===== src/rtl/ahb_pkg.sv =====
// package for the host-side attachment of a 12-bit converter parallel port
// assumes one 200 MHz clock; all constants but WAIT_DEF and DIV_DEF are used by rtl files
package ahb_pkg;
	localparam int CLK_MHZ = 200; // system clock rate
	localparam int DATA_W = 12; // device data lines
	localparam int BYTE_W = 8; // low data lines used for writes and hi reads
	localparam int WORD_W = 16; // register word width
	localparam logic [3:0] WAIT_DEF = 4'h2; // default inserted wait states
	localparam int WAIT_W = 4; // width of wait_count_field
	localparam int SETUP_NS = 10; // address and data setup before strobe
	localparam int SETUP_CYC = (SETUP_NS * CLK_MHZ + 999) / 1000;
	localparam int STROBE_NS = 50; // least strobe low time
	localparam int STROBE_CYC = (STROBE_NS * CLK_MHZ + 999) / 1000;
	localparam int HOLD_NS = 10; // hold after strobe rise
	localparam int HOLD_CYC = (HOLD_NS * CLK_MHZ + 999) / 1000;
	localparam int TRIG_NS = 20; // conversion trigger low pulse
	localparam int TRIG_CYC = (TRIG_NS * CLK_MHZ + 999) / 1000;
	localparam int CNT_W = 8; // phase counter width
	localparam int DIV_W = 16; // sample timer width
	localparam logic [DIV_W-1:0] DIV_DEF = 16'h03e8; // default sample period
	localparam int ADDR_W = 16; // host address width seen by the decoder
	localparam int TOP_WIN_W = 6; // 64-location peripheral window
	// even base so address bit zero alone picks the byte half
	localparam logic [ADDR_W-1:0] BASE_LOC = 16'hffc0;
	// host operations
	typedef enum logic [1:0] {
		AHB_OP_RD_LO,  // one read at base location, two on a byte bus
		AHB_OP_RD_BOTH, // read base then base plus one
		AHB_OP_WR_WORD  // write low byte then high byte
	} ahb_op_e;
	// width-truncating conversion of a cycle count, floored at one
	function automatic logic [CNT_W-1:0] ahb_cyc(input int n);
		ahb_cyc = CNT_W'(n < 1 ? 1 : n);
	endfunction : ahb_cyc
endpackage : ahb_pkg


===== src/rtl/ahb_host_port.sv =====
// host controller driving a 12-bit converter through its parallel port
// assumes device pins are outside this clock domain; inputs are synced
//
// Notes on behaviour
// - byte half select follows address bit zero
// - word write: low byte base, high next
// - twelve-bit bus: one base read suffices
// - other registers: also read base plus one
// - eight-bit bus: always read both locations
// - timer pulses trigger; busy fall raises interrupt
// - chip select plus read strobe access
// - one extra wait via select and done
// - expansion bus fast timing: two waits
// - device placed in top 64 locations
`timescale 1ns/1ps
module ahb_host_port
	import ahb_pkg::*;
(
	input wire logic clk,
	input wire logic rst_n,
	input wire logic req_valid,
	input wire logic [1:0] req_op,
	input wire logic [WORD_W-1:0] req_wdata,
	input wire logic bus8_mode,
	input wire logic [WAIT_W-1:0] wait_count_field,
	input wire logic trig_enable,
	input wire logic [DIV_W-1:0] trig_period,
	output logic req_ready,
	output logic rsp_valid,
	output logic [WORD_W-1:0] rsp_rdata,
	output logic conv_done,
	output logic chip_sel_n,
	output logic rd_n,
	output logic wr_n,
	output logic byte_half_select,
	output logic [DATA_W-1:0] data_out,
	output logic data_oe_n,
	input wire logic [DATA_W-1:0] data_in,
	input wire logic busy_in,
	output logic conversion_trigger_n
);
	typedef enum logic [2:0] {
		AHB_IDLE, AHB_SETUP, AHB_STROBE, AHB_HOLD, AHB_DONE
	} ahb_state_e;
	ahb_state_e st_r, st_nxt; // access phase
	logic [CNT_W-1:0] cnt_r, cnt_nxt; // phase cycle count
	ahb_op_e op_r, op_nxt; // operation in flight
	logic half_r, half_nxt; // second location of a pair
	logic [WORD_W-1:0] wdat_r, wdat_nxt; // word being written
	logic [WORD_W-1:0] rdat_r, rdat_nxt; // assembled read word
	logic cs_r, cs_nxt, rd_r, rd_nxt, wr_r, wr_nxt; // strobes, active low
	logic [DATA_W-1:0] dout_r, dout_nxt; // driven data
	logic oe_r, oe_nxt; // data enable, low drives
	logic rdy_r, rdy_nxt, vld_r, vld_nxt; // request handshake
	logic [DATA_W-1:0] din_s1_r, din_s2_r; // data synchroniser
	logic busy_s1_r, busy_s2_r, busy_s3_r; // busy synchroniser plus edge
	logic done_r, done_nxt; // conversion complete pulse
	logic [CNT_W-1:0] strobe_len; // strobe low time including waits
	logic [ADDR_W-1:0] addr_r, addr_nxt; // host address of the access
	logic [ADDR_W-1:0] device_base_location; // decoder base, top window

	// base sits in the highest 64 locations of the peripheral space
	assign device_base_location = BASE_LOC;

	// strobe grows by the configured waits; one wait covers the
	// select-with-done case, two cover fast expansion-bus hosts
	assign strobe_len = ahb_cyc(STROBE_CYC)
		+ CNT_W'(wait_count_field);

	// pins from the device pass two flops before use
	always_ff @(posedge clk or negedge rst_n) begin
		if (!rst_n) begin
			din_s1_r <= '0;
			din_s2_r <= '0;
			busy_s1_r <= 1'b0;
			busy_s2_r <= 1'b0;
			busy_s3_r <= 1'b0;
		end else begin
			din_s1_r <= data_in;
			din_s2_r <= din_s1_r;
			busy_s1_r <= busy_in;
			busy_s2_r <= busy_s1_r;
			busy_s3_r <= busy_s2_r;
		end
	end

	// busy falling edge stands in for the host interrupt
	always_comb begin
		done_nxt = busy_s3_r && !busy_s2_r;
	end

	// access sequencer next state
	always_comb begin
		st_nxt = st_r;
		cnt_nxt = cnt_r;
		op_nxt = op_r;
		half_nxt = half_r;
		addr_nxt = addr_r;
		wdat_nxt = wdat_r;
		rdat_nxt = rdat_r;
		cs_nxt = cs_r;
		rd_nxt = rd_r;
		wr_nxt = wr_r;
		dout_nxt = dout_r;
		oe_nxt = oe_r;
		rdy_nxt = rdy_r;
		vld_nxt = 1'b0;
		unique case (st_r)
			AHB_IDLE: begin
				if (req_valid && rdy_r) begin
					op_nxt = ahb_op_e'(req_op);
					wdat_nxt = req_wdata;
					rdat_nxt = '0;
					half_nxt = 1'b0; // base location first
					addr_nxt = device_base_location;
					rdy_nxt = 1'b0; // no other access until pair ends
					cnt_nxt = ahb_cyc(SETUP_CYC);
					cs_nxt = 1'b0;
					st_nxt = AHB_SETUP;
					if (ahb_op_e'(req_op) == AHB_OP_WR_WORD) begin
						dout_nxt = {{(DATA_W-BYTE_W){1'b0}},
							req_wdata[BYTE_W-1:0]};
						oe_nxt = 1'b0;
					end
				end
			end
			AHB_SETUP: begin
				if (cnt_r <= 1) begin
					cnt_nxt = strobe_len;
					if (op_r == AHB_OP_WR_WORD) begin
						wr_nxt = 1'b0;
					end else begin
						rd_nxt = 1'b0;
					end
					st_nxt = AHB_STROBE;
				end else begin
					cnt_nxt = cnt_r - 1'b1;
				end
			end
			AHB_STROBE: begin
				if (cnt_r <= 1) begin
					// sample at the read rise, allowing two sync stages
					if (!rd_r) begin
						if (!half_r) begin
							rdat_nxt[DATA_W-1:0] = din_s2_r;
							if (bus8_mode) begin
								// lines 8 to 11 are not wired on a byte bus
								rdat_nxt[DATA_W-1:BYTE_W] = '0;
							end
						end else begin
							rdat_nxt[WORD_W-1:BYTE_W] = din_s2_r[BYTE_W-1:0];
						end
					end
					rd_nxt = 1'b1;
					wr_nxt = 1'b1; // device latches here
					cnt_nxt = ahb_cyc(HOLD_CYC);
					st_nxt = AHB_HOLD;
				end else begin
					cnt_nxt = cnt_r - 1'b1;
				end
			end
			AHB_HOLD: begin
				if (cnt_r <= 1) begin
					cs_nxt = 1'b1;
					oe_nxt = 1'b1;
					st_nxt = AHB_DONE;
				end else begin
					cnt_nxt = cnt_r - 1'b1;
				end
			end
			AHB_DONE: begin
				// second location when the pair needs it
				if (!half_r && (op_r != AHB_OP_RD_LO || bus8_mode)) begin
					half_nxt = 1'b1; // base plus one
					addr_nxt = {device_base_location[ADDR_W-1:1], 1'b1};
					cs_nxt = 1'b0;
					cnt_nxt = ahb_cyc(SETUP_CYC);
					if (op_r == AHB_OP_WR_WORD) begin
						dout_nxt = {{(DATA_W-BYTE_W){1'b0}},
							wdat_r[WORD_W-1:BYTE_W]};
						oe_nxt = 1'b0;
					end
					st_nxt = AHB_SETUP;
				end else begin
					// a pair's high byte read has filled bits 15 to 8; a lone twelve-bit read leaves 15 to 12 clear
					vld_nxt = (op_r != AHB_OP_WR_WORD);
					rdy_nxt = 1'b1;
					st_nxt = AHB_IDLE;
				end
			end
			default: st_nxt = AHB_IDLE;
		endcase
	end

	// sequencer registers
	always_ff @(posedge clk or negedge rst_n) begin
		if (!rst_n) begin
			st_r <= AHB_IDLE;
			cnt_r <= '0;
			op_r <= AHB_OP_RD_LO;
			half_r <= 1'b0;
			addr_r <= '0;
			wdat_r <= '0;
			rdat_r <= '0;
			cs_r <= 1'b1;
			rd_r <= 1'b1;
			wr_r <= 1'b1;
			dout_r <= '0;
			oe_r <= 1'b1;
			rdy_r <= 1'b1;
			vld_r <= 1'b0;
			done_r <= 1'b0;
		end else begin
			st_r <= st_nxt;
			cnt_r <= cnt_nxt;
			op_r <= op_nxt;
			half_r <= half_nxt;
			addr_r <= addr_nxt;
			wdat_r <= wdat_nxt;
			rdat_r <= rdat_nxt;
			cs_r <= cs_nxt;
			rd_r <= rd_nxt;
			wr_r <= wr_nxt;
			dout_r <= dout_nxt;
			oe_r <= oe_nxt;
			rdy_r <= rdy_nxt;
			vld_r <= vld_nxt;
			done_r <= done_nxt;
		end
	end

	// external sample-rate timer for the trigger pin
	ahb_trig_timer u_timer (
		.clk(clk),
		.rst_n(rst_n),
		.enable(trig_enable),
		.period(trig_period),
		.conversion_trigger_n(conversion_trigger_n)
	);

	assign req_ready = rdy_r;
	assign rsp_valid = vld_r;
	assign rsp_rdata = rdat_r;
	assign conv_done = done_r;
	assign chip_sel_n = cs_r;
	assign rd_n = rd_r;
	assign wr_n = wr_r;
	assign byte_half_select = addr_r[0]; // address bit zero
	assign data_out = dout_r;
	assign data_oe_n = oe_r;

	a_half_strobe: assert property (@(posedge clk) disable iff (!rst_n)
		(!rd_r || !wr_r) |-> !cs_r)
		else $error("strobe without chip select");
	a_write_pair: assert property (@(posedge clk) disable iff (!rst_n)
		$rose(wr_r) && !half_r && op_r == AHB_OP_WR_WORD
		|-> ##[1:40] (!wr_r && half_r))
		else $error("high byte write missing");
	a_pair_locked: assert property (@(posedge clk) disable iff (!rst_n)
		(st_r != AHB_IDLE) |-> !rdy_r)
		else $error("ready during pair");
	a_oe_write: assert property (@(posedge clk) disable iff (!rst_n)
		$fell(wr_r) |-> !oe_r && dout_r[DATA_W-1:BYTE_W] == '0)
		else $error("write data not driven");
	a_no_drive_rd: assert property (@(posedge clk) disable iff (!rst_n)
		!rd_r |-> oe_r)
		else $error("contention on read");
	a_strobe_len: assert property (@(posedge clk) disable iff (!rst_n)
		$fell(rd_r) |-> (!rd_r)[*8])
		else $error("read strobe too short");
	a_bus8_two: assert property (@(posedge clk) disable iff (!rst_n)
		$rose(rd_r) && bus8_mode && !half_r |-> ##[1:40] (!rd_r && half_r))
		else $error("second read missing");
	a_top_window: assert property (@(posedge clk) disable iff (!rst_n)
		!cs_r |-> addr_r[ADDR_W-1:TOP_WIN_W] == '1 && addr_r[0] == half_r)
		else $error("access outside top window");
	a_done_pulse: assert property (@(posedge clk) disable iff (!rst_n)
		done_r |-> ##1 !done_r)
		else $error("done not a pulse");
endmodule : ahb_host_port


===== src/rtl/ahb_trig_timer.sv =====
// sample-rate timer producing the active-low conversion trigger pulse
// assumes the period input is stable while enabled
`timescale 1ns/1ps
module ahb_trig_timer
	import ahb_pkg::*;
(
	input wire logic clk,
	input wire logic rst_n,
	input wire logic enable,
	input wire logic [DIV_W-1:0] period,
	output logic conversion_trigger_n
);
	logic [DIV_W-1:0] cnt_r, cnt_nxt; // cycles until next trigger
	logic [CNT_W-1:0] low_r, low_nxt; // remaining low time of the pulse
	logic trig_r, trig_nxt; // registered pin level
	// next state: count down, fire a fixed-width low pulse at zero
	always_comb begin
		cnt_nxt = cnt_r;
		low_nxt = low_r;
		trig_nxt = 1'b1;
		if (low_r != '0) begin
			low_nxt = low_r - 1'b1;
			trig_nxt = 1'b0;
		end
		if (!enable) begin
			cnt_nxt = period; // restart cleanly when re-enabled
		end else if (cnt_r == '0) begin
			cnt_nxt = period;
			// the pin goes low on this edge, so one cycle is already spent
			low_nxt = ahb_cyc(TRIG_CYC) - 1'b1;
			trig_nxt = 1'b0;
		end else begin
			cnt_nxt = cnt_r - 1'b1;
		end
	end
	// registers only
	always_ff @(posedge clk or negedge rst_n) begin
		if (!rst_n) begin
			cnt_r <= '0;
			low_r <= '0;
			trig_r <= 1'b1;
		end else begin
			cnt_r <= cnt_nxt;
			low_r <= low_nxt;
			trig_r <= trig_nxt;
		end
	end
	assign conversion_trigger_n = trig_r;
	// trigger pulse keeps its low width
	a_trig_width: assert property (@(posedge clk) disable iff (!rst_n)
		$fell(trig_r) |-> (!trig_r)[*4])
		else $error("trigger pulse too short");
endmodule : ahb_trig_timer


===== config.mk =====
export PLATFORM = sky130hd
export DESIGN_NAME = ahb_host_port
export DESIGN_NICKNAME = d
export VERILOG_FILES = /design/src/rtl/ahb_pkg.sv /design/src/rtl/ahb_host_port.sv /design/src/rtl/ahb_trig_timer.sv
export SDC_FILE = /design/constraint.sdc
export NUM_CORES = 1
export LEC_CHECK = 0
export BUFFER_PORTS_ARGS = -buffer_cell sky130_fd_sc_hd__buf_2
export CAP_MARGIN = 20
export CORE_UTILIZATION = 54
export CTS_BUF_LIST = sky130_fd_sc_hd__clkbuf_8 sky130_fd_sc_hd__clkbuf_16
export DETAILED_ROUTE_END_ITERATION = 16
export MAX_ROUTING_LAYER = met4
export PLACE_DENSITY = 0.89
export SETUP_SLACK_MARGIN = 0.02
export SLEW_MARGIN = 20
export SYNTH_ARGS = -nofsm -noshare
export SYNTH_HDL_FRONTEND = slang
export SYNTH_SLANG_ARGS = --single-unit

===== constraint.sdc =====
create_clock -name clk -period 2.2 [get_ports clk]
set_input_delay 0.44 -clock clk [delete_from_list [all_inputs] [get_ports clk]]
set_output_delay 0.44 -clock clk [all_outputs]
set_load 0.02 [all_outputs]

==> results of run 1 <==
per-stage QoR:
stage                     cell area (um2)  hold slack (ns)
after floorplan                      4540            0.144
after global placement               5220            0.332
after detailed placement             5220            0.335
after CTS                            5450           0.0236
after global routing                 5490           0.0415
final                                5490           0.0267
Yosys cell counts (8+ instances only):
cell and number:
sky130_fd_sc_hd__buf_2 10, sky130_fd_sc_hd__o21ai_0 25, sky130_fd_sc_hd__nor3_1 15, sky130_fd_sc_hd__nand3_1 10, sky130_fd_sc_hd__dfrtp_1 99, sky130_fd_sc_hd__nand2_1 52
sky130_fd_sc_hd__mux2i_1 8, sky130_fd_sc_hd__nor2_1 37, sky130_fd_sc_hd__xnor2_1 16, sky130_fd_sc_hd__mux2_2 10, sky130_fd_sc_hd__a21oi_1 16, sky130_fd_sc_hd__inv_1 10
critical path, stage by stage (launching register included):
cell and delay [ns]:
sky130_fd_sc_hd__dfrtp_1 0.44, sky130_fd_sc_hd__or3_4 0.45, sky130_fd_sc_hd__o41ai_2 0.36, sky130_fd_sc_hd__buf_4 0.17
sky130_fd_sc_hd__and2_1 0.13, sky130_fd_sc_hd__o21ai_0 0.19, sky130_fd_sc_hd__a32o_1 0.27
logic make-up (layout without fill, tap and decap cells):
family	after synthesis	count (layout)	synth area share [%]
flops	105	105	58.1
simple gates	155	155	16.6
compound gates	82	82	12.0
xor+xnor	22	22	4.25
fa+ha+maj	6	6	1.66
mux	18	18	4.25
other cells	1	4	0.0827
buf+inv	30	140	3.09
flip-flops by register name (all words and copies together) (netlist names), 2 cells and up:
register / cells
data_out: 8
st_r: 3
din_s1_r: 12
rsp_rdata: 16
u_timer.cnt_r: 16
din_s2_r: 12
cnt_r: 8
u_timer.low_r: 8
wdat_r: 8
op_r: 2
metal layers:
metal	vias to the layer above	wire length [um]	GRT usage, %
met3	19	411	5.85
met2	89	5310	43.4
met4	0	223	8.97
met1	1729	3900	28.4
li1	1670	-	-
met5	-	0	-
final timing paths:
check | to | slack, ns | cells past startpoint
max | rsp_rdata[14] | 0.09 | 6
min | rsp_rdata[7] | 0.03 | 1
max reg2reg | rsp_rdata[14] | 0.09 | 6
min reg2reg | din_s2_r[9] | 0.36 | 0
max in group asynchronous | wr_n | 1.45 | 2
min in group clk | busy_s1_r | 0.17 | 1
repair_timing:
item | CTS | global route
setup buffers | 0 | 3
setup endpoints to repair | 0 | 27
resized for setup | 0 | 4
hold buffers | 0 | 0
area by class of cell:
cell class | instances | area [um2]
Tap cell | 105 | 131
Fill cell | 646 | 2690
Clock inverter | 6 | 108
Sequential cell | 105 | 2640
Multi-Input combinational cell | 287 | 1800
Clock buffer | 9 | 124
Timing Repair Buffer | 115 | 658
Inverter | 10 | 37.5
where the power goes:
group | total, uW | internal, uW | switching (uW) | leakage, uW
clock network | 1360 | 665 | 697 | 0.000116
logic | 466 | 215 | 251 | 0.00121
registers | 2200 | 2070 | 130 | 0.00130
total | 4030 | 2950 | 1080 | 0.00262
==> results.md, run 1 <==
## Outcome
- finished, final reports clean — result of the run

## Worst setup path
- 6 — maximum fanout count along the critical path
- 2.46 ns — Worst EP required
- cnt_r[7] — critical register-to-register path startpoint
- register to register — path type of the worst setup path
- cnt_r[7] — worst setup path startpoint
- register — endpoint class of the critical path
- register — crit path launch type
- 2.37 ns — data arrival time of the critical path

## Timing
- no — unrepaired setup endpoints after global routing
- 0.0908 ns — setup slack of the critical path after layout
- 57.1% — headroom to the max-slew limit
- 2.11 ns — minimum clock period after layout
- 474 MHz — top achievable clock speed
- 0 — count of final hold-check violations
- 0 ns — accumulated negative setup slack
- 0 — Final Slew Violations
- 0.641 ns — Worst Tran Pin Value
- 0 — final setup violating endpoints
- 0.0137 ns — worst clock skew on the final layout
- 95.9% — crit share post-route

## Placement
- 619 — DP Cell Count
- 0.843 — GP Congestion
- 7.36 mm — half-perimeter wire length after detailed placement
- 0.0383 ns — post-placement setup slack
- 88 — count of buffers inserted at the top-level ports

## Synth
- 58.1% — part of the Yosys area used for sequential elements
- 54.7% — Synth top area share
- 0 — count of synthesis-stage warnings from yosys
- 419 — post-synthesis cell count
- sky130_fd_sc_hd__dfrtp_1 — Yosys top cell by area
- 55 — number of distinct standard cells referenced by the synthesized netlist
- 4530 um2 — post-synthesis cell area
- 10.8 um2 — Mean Syn Cell Area
- sky130_fd_sc_hd__dfrtp_1 — ys flop type
- 100% — Post-synth ARST share
- 0 — number of enable-type register cells in the synthesized netlist
- sky130_fd_sc_hd__dfrtp_1 55%, sky130_fd_sc_hd__nand2_1 4.3%, sky130_fd_sc_hd__dfstp_2 3.5% — largest cells by area after synthesis
- 105 — flops & latches, synth

## Power
- 404 uV — IR Drop Worst-Case VDD
- 4030 uW — Power, Total
- 734 nW/um2 — Power Density
- 0.00262 uW — Leakage Power

## Floorplanning
- 93.6 um — chip width
- 8180 um2 — core footprint
- 8760 um2 — Total Die Area
- 55.4% — Starting Density
- 93 — IO Count
- 33 — Core Rows
- 93.6 um — die extent in y

## Hold path
- primary input to asynchronous set/reset pin — Worst Hold Class

## Clock tree
- 9 — number of buffers created by CTS
- 3 — number of H-tree levels
- sky130_fd_sc_hd__clkbuf_8 — Root Driver
- built — CTS tree
- 0.37 ns — later-pin clock latency in the skew report
- 0.10 ns — Worst-path clk slew
- 2 — maximum clock insertion buffer count
- 105 — TritonCTS sink count

## Final layout
- 99 x sky130_fd_sc_hd__dfrtp_1, 87 x sky130_fd_sc_hd__buf_2, 52 x sky130_fd_sc_hd__nand2_1 — leading cell types in the layout, fill and taps excluded
- 29.9% — layout cell share with drive strength beyond 1
- 21.1% — layout-stage area growth over the synthesis result
- 637 — Final Non-Filler Cells
- 590 — final layout net count
- 0 — count of antenna diodes in the layout
- sky130_fd_sc_hd__dfrtp_1 — most common library cell in the layout ignoring fill and taps
- 67.1% — end-of-flow core utilization

## Route
- 5.51 — via-per-instance ratio
- 15.4 um — WL/cell
- 4 — drt pass-1 iters
- 9.84 mm — final WL
- 3507 — vias
- 120 — violation count after the first detailed-routing iteration
- 0 — Antenna Nets Post-Route
- 0 — DR DRC count

## Global routing
- 0 — number of antenna violations at the first check in global routing
- 25.0% — global-route total usage across every layer
- 52 — maximum number of pins on one net before global-route repair
- 3582 — number of global-route vias before repair
- 16.3 mm — wire length of the first global-routing pass
- 0 — total grt overflow

## Run
- 0 — count of max-cap constraint violations

No activity file was read; power rests on OpenSTA's default activity.
==> inputs of run 2 (changes only) <==
--- a/config.mk
+++ b/config.mk
@@ -13,6 +13,7 @@
 export MAX_ROUTING_LAYER = met4
 export PLACE_DENSITY = 0.89
 export SETUP_SLACK_MARGIN = 0.02
+export SKIP_LAST_GASP = 1
 export SLEW_MARGIN = 20
 export SYNTH_ARGS = -nofsm -noshare
 export SYNTH_HDL_FRONTEND = slang
==> constraint.sdc (replaced) <==
create_clock -name clk -period 2.15 [get_ports clk]
set_input_delay 0.43 -clock clk [delete_from_list [all_inputs] [get_ports clk]]
set_output_delay 0.43 -clock clk [all_outputs]
set_load 0.02 [all_outputs]
==> results.md, run 2 (synthesis gave the netlist of run 1 again) <==
## Outcome
- complete, but fails checks — result of the run
- hold timing — failing checks

## Placement
- 0.861 — GP Congestion
- 5220 um2 — placed standard-cell area
- 88 — count of buffers inserted at the top-level ports
- 6.93 mm — half-perimeter wire length after detailed placement

## Worst setup path
- register to register — path type of the worst setup path
- 8 — maximum fanout count along the critical path
- register — endpoint class of the critical path
- 7 — count of cells along the worst register-to-register path
- register — crit path launch type
- sky130_fd_sc_hd__buf_4 — cell repeated most along the worst path
- 2.40 ns — Worst EP required
- sky130_fd_sc_hd__dfrtp_1 — Worst path slowest cell
- or3_4 -> o41ai_2 -> buf_4 -> nand3b_1 -> buf_4 -> nand2_1 -> o21ai_0 — critical path cell sequence
- 0.44 ns — max incr delay on CP
- 2.30 ns — data arrival time of the critical path

## Clock tree
- 0.36 ns — later-pin clock latency in the skew report
- built — CTS tree
- 0.10 ns — Worst-path clk slew
- 105 — TritonCTS sink count
- 2 — maximum clock insertion buffer count
- 0 — total of hold buffers inserted after clock tree synthesis
- 9 — number of buffers created by CTS
- 3 — number of H-tree levels
- sky130_fd_sc_hd__clkbuf_8 — Root Driver

## Final layout
- 587 — final layout net count
- sky130_fd_sc_hd__dfrtp_1 — most common library cell in the layout ignoring fill and taps
- 19.7% — layout-stage area growth over the synthesis result
- 99 x sky130_fd_sc_hd__dfrtp_1, 87 x sky130_fd_sc_hd__buf_2, 52 x sky130_fd_sc_hd__nand2_1 — leading cell types in the layout, fill and taps excluded
- 633 — number of fill cells in the layout
- 5430 um2 — area of all placed cells without fillers
- 29.4% — layout cell share with drive strength beyond 1
- 0 — count of antenna diodes in the layout

## Route
- 470 um — Met3 Routed Length
- 0 — DR DRC count
- 9.36 mm — final WL
- 5.44 — via-per-instance ratio
- 3456 — vias
- 14.7 um — WL/cell
- met4 — Highest Signal Layer
- 3.85 mm — M1 WL
- 4.94 mm — detailed-routed wire length on met2
- 173 — violation count after the first detailed-routing iteration
- 0 — Antenna Nets Post-Route
- 4 — drt pass-1 iters

## Power
- 1040 uW — Net Switching
- 58.3% — sequential fraction of design power
- 2800 uW — internal power
- 29.5% — share of total power in the clock network
- 707 nW/um2 — Power Density
- 453 uV — IR Drop Worst-Case VDD
- 0.00259 uW — Leakage Power
- 27.0% — switching part of the total
- 3840 uW — Power, Total
- 12.2% — combinational fraction of design power

## Timing
- 61.4% — headroom to the max-slew limit
- 488 MHz — top achievable clock speed
- 0 — final setup violating endpoints
- 0.00736 ns — worst clock skew on the final layout
- 2.05 ns — minimum clock period after layout
- 0.579 ns — Worst Tran Pin Value
- 1 — count of final hold-check violations
- 0 — Final Slew Violations
- yes — unrepaired setup endpoints after global routing
- -0.00257 ns — post-route worst hold slack
- 95.3% — crit share post-route

## Global routing
- 46 — maximum number of pins on one net before global-route repair
- 23.9% — global-route total usage across every layer
- 15.8 mm — wire length of the first global-routing pass
- 3386 — number of global-route vias before repair
- 0 — total grt overflow
- 0 — number of antenna violations at the first check in global routing

## Floorplanning
- 8760 um2 — Total Die Area
- 93 — IO Count
- 8180 um2 — core footprint
- 93.6 um — die extent in y
- 93.6 um — chip width
- 55.4% — Starting Density
- 33 — Core Rows

## Run
- 0 — count of max-cap constraint violations

## Hold path
- primary input to asynchronous set/reset pin — Worst Hold Class

[run 2: changes by cell type in the layout (fill, tap and decap cells not counted), moves of 2 or more]
cell | before | now
sky130_fd_sc_hd__inv_8 | 2 | 0
sky130_fd_sc_hd__bufinv_16 | 2 | 0
sky130_fd_sc_hd__buf_4 | 27 | 23
sky130_fd_sc_hd__o21ai_0 | 25 | 23
sky130_fd_sc_hd__o21ai_1 | 3 | 5
[run 2: worst max-delay path, delay by kind of cell (launching register included)]
family                 cells  cell delay (ns)
AOI/OAI and AO/OA          2             0.43
DFF                        1             0.44
buffers and inverters      2             0.39
and+or+nand+nor            3             0.66
[run 2: cell type report]
| type | count | area, um2 | area share [%] |
|---|---|---|---|
| flip-flops and latches | 105 | 2640 | 48.5 |
| multi-input cells | 287 | 1800 | 33.1 |
| repair buffers | 112 | 648 | 11.9 |
| clock buffers | 10 | 138 | 2.54 |
| well taps | 105 | 131 | 2.42 |
| clock inverters | 6 | 42.5 | 0.784 |
| inverters | 10 | 37.5 | 0.692 |
[run 2: through the flow]
stage | TNS, ns | hold WS (ns) | worst slack, ns | cells | utilization [%]
2_1_floorplan | 0 | 0.134 | 0.126 | 422 | -
3_3_place_gp | 0 | 0.333 | 0.0335 | 618 | 63.9
3_5_place_dp | -0.148 | 0.335 | -0.0485 | 618 | 63.9
4_1_cts | 0 | 0.00117 | 0.0755 | 634 | 66.1
5_1_grt | -0.0123 | 0.0199 | -0.00681 | 635 | 66.4
6_report | 0 | -0.00257 | 0.101 | 635 | 66.4
[run 2: path summary, 6_finish.rpt]
check	endpoint	start	slack, ns
worst min register to register	din_s2_r[5]	din_s1_r[5]	0.35
worst max-delay path	rsp_rdata[6]	cnt_r[7]	0.10
worst min-delay path	rsp_rdata[14]	rst_n	-0.003
worst max register to register	rsp_rdata[6]	cnt_r[7]	0.10
max in group asynchronous	wr_n	rst_n	1.47
min in group clk	din_s1_r[6]	data_in[6]	0.17
[run 2: power groups by stage]
stage,sequential (uW),clock (uW),combinational [uW]
floorplan,2250,0,304
global placement,2260,0,441
detailed placement,2270,0,470
CTS,2240,1160,473
global route,2260,1240,545
finish,2240,1130,467
[run 2: metal layers]
| metal | up-vias | global-route usage [%] |
|---|---|---|
| met5 | - | - |
| met4 | 0 | 6.15 |
| met3 | 11 | 4.80 |
| met2 | 103 | 41.2 |
| met1 | 1674 | 28.9 |
| li1 | 1668 | - |
[run 2: timing repair]
item                                    in CTS  in global routing
gates resized for setup                      2                  4
cloned                                       0                  0
endpoints found under the setup margin       7                 12
setup buffers                                0                  1
==> inputs of run 3 (changes only) <==
--- a/config.mk
+++ b/config.mk
@@ -5,14 +5,18 @@
 export SDC_FILE = /design/constraint.sdc
 export NUM_CORES = 1
 export LEC_CHECK = 0
+export ABC_CLOCK_PERIOD_IN_PS = 2150
 export BUFFER_PORTS_ARGS = -buffer_cell sky130_fd_sc_hd__buf_2
 export CAP_MARGIN = 20
-export CORE_UTILIZATION = 54
+export CELL_PAD_IN_SITES_DETAIL_PLACEMENT = 1
+export CELL_PAD_IN_SITES_GLOBAL_PLACEMENT = 1
+export CORE_UTILIZATION = 42
 export CTS_BUF_LIST = sky130_fd_sc_hd__clkbuf_8 sky130_fd_sc_hd__clkbuf_16
 export DETAILED_ROUTE_END_ITERATION = 16
 export MAX_ROUTING_LAYER = met4
 export PLACE_DENSITY = 0.89
 export SETUP_SLACK_MARGIN = 0.02
+export SKIP_CTS_REPAIR_TIMING = 1
 export SKIP_LAST_GASP = 1
 export SLEW_MARGIN = 20
 export SYNTH_ARGS = -nofsm -noshare
==> results.md, run 3 (synthesis gave the netlist of run 1 again) <==
## Outcome
- finished, final reports clean — result of the run

## Final layout
- 593 — final layout net count
- 5520 um2 — area of all placed cells without fillers
- 30.6% — layout cell share with drive strength beyond 1
- 99 x sky130_fd_sc_hd__dfrtp_1, 87 x sky130_fd_sc_hd__buf_2, 52 x sky130_fd_sc_hd__nand2_1 — leading cell types in the layout, fill and taps excluded
- 53.0% — end-of-flow core utilization
- 1176 — number of fill cells in the layout
- sky130_fd_sc_hd__dfrtp_1 — most common library cell in the layout ignoring fill and taps
- 21.9% — layout-stage area growth over the synthesis result

## Worst setup path
- register to register — path type of the worst setup path
- 2.46 ns — Worst EP required
- 0.06 ns — flop2flop setup slack
- cnt_r[7] — critical register-to-register path startpoint
- 6 — maximum fanout count along the critical path
- 5 — count of cells along the worst register-to-register path
- register — endpoint class of the critical path
- 2.40 ns — data arrival time of the critical path
- rd_n — destination of the worst register-to-register timing path
- register — crit path launch type

## Timing
- 2.09 ns — minimum clock period after layout
- 0 ns — accumulated negative setup slack
- 0.158 ns — post-route worst hold slack
- 97.1% — crit share post-route
- 479 MHz — top achievable clock speed
- 52.8% — headroom to the max-slew limit
- 0 — final setup violating endpoints
- 0.706 ns — Worst Tran Pin Value
- yes — unrepaired setup endpoints after global routing
- 0.0110 ns — worst clock skew on the final layout
- 0 — count of final hold-check violations
- 0 — Final Slew Violations

## Route
- 4.82 mm — M1 WL
- 5.38 — via-per-instance ratio
- met4 — Highest Signal Layer
- 3624 — vias
- 428 um — Met3 Routed Length
- 11.8 mm — final WL
- 0 — DR DRC count
- 4 — drt pass-1 iters
- 148 — violation count after the first detailed-routing iteration
- 6.39 mm — detailed-routed wire length on met2
- 0 — Antenna Nets Post-Route
- 17.6 um — WL/cell

## Global routing
- 19.5 mm — wire length of the first global-routing pass
- 36 — maximum number of pins on one net before global-route repair
- 23.1% — global-route total usage across every layer
- 3924 — number of global-route vias before repair
- 0 — total grt overflow
- 1 — number of antenna violations at the first check in global routing

## Hold path
- data_in[5] — Hold Crit Start
- primary input to register — Worst Hold Class
- din_s1_r[5] — Hold EP
- 1 — Hold Crit Depth

## Clock tree
- built — CTS tree
- 0.11 ns — Worst-path clk slew
- 2 — maximum clock insertion buffer count
- 3 — number of H-tree levels
- 105 — TritonCTS sink count
- 9 — number of buffers created by CTS
- sky130_fd_sc_hd__clkbuf_8 — Root Driver
- 0.37 ns — later-pin clock latency in the skew report

## Placement
- 8.81 mm — half-perimeter wire length after detailed placement
- 0.874 — GP Congestion
- 5280 um2 — placed standard-cell area
- 88 — count of buffers inserted at the top-level ports

## Floorplanning
- 37 — Core Rows
- 106 um — die extent in y
- 10400 um2 — core footprint
- 43.5% — Starting Density
- 11200 um2 — Total Die Area
- 93 — IO Count
- 106 um — chip width

## Power
- 386 uV — IR Drop Worst-Case VDD
- 3930 uW — Power, Total
- 0.00263 uW — Leakage Power
- 711 nW/um2 — Power Density

## Run
- 0 — count of max-cap constraint violations

==> run 3: worst max-delay path by stage <==
stage	startpoint	to	slack [ns]
after floorplan	req_ready	op_r[0]	0.13
after global placement	cnt_r[7]	rsp_rdata[5]	0.07
after detailed placement	cnt_r[7]	rsp_rdata[6]	-0.09
after CTS	cnt_r[7]	rsp_rdata[14]	-0.10
after global routing	cnt_r[7]	rsp_rdata[10]	-0.06
final	cnt_r[7]	rd_n	0.06
==> run 3: where the power goes <==
group / total, uW / internal (uW) / switching [uW] / leakage (uW)
Clock: 1180 / 468 / 712 / 0.0000948
Combinational: 492 / 224 / 269 / 0.00123
Sequential: 2260 / 2120 / 138 / 0.00130
Total: 3930 / 2810 / 1120 / 0.00263
==> run 3: worst max-delay path: stages, from the launching register on <==
cell and delay (ns):
sky130_fd_sc_hd__dfrtp_1 0.43, sky130_fd_sc_hd__or3_4 0.44, sky130_fd_sc_hd__or3_1 0.45, sky130_fd_sc_hd__or4b_1 0.50, sky130_fd_sc_hd__a21oi_1 0.15, sky130_fd_sc_hd__nor2_1 0.06
==> run 3: per-layer routing <==
metal / vias to the layer above / GRT usage [%]
met5: - / -
met4: 0 / 7.44
met3: 20 / 4.84
met2: 81 / 40.8
met1: 1845 / 26.2
li1: 1678 / -
==> run 3: cell type report <==
cell class / instances / area [um2] / area share, %
inverter: 10 / 37.5 / 0.680
clock inverter: 6 / 50.0 / 0.906
sequential: 105 / 2640 / 47.7
multi-input combinational: 287 / 1810 / 32.7
clock buffer: 10 / 138 / 2.49
tap: 136 / 170 / 3.08
antenna: 1 / 2.50 / 0.0453
timing repair buffer: 118 / 683 / 12.4
==> run 3: per-stage QoR <==
step | setup WS (ns) | cells
floorplan | 0.126 | 422
global placement | 0.0670 | 654
detailed placement | -0.0851 | 654
CTS | -0.101 | 670
global route | -0.0598 | 673
finish | 0.0621 | 673
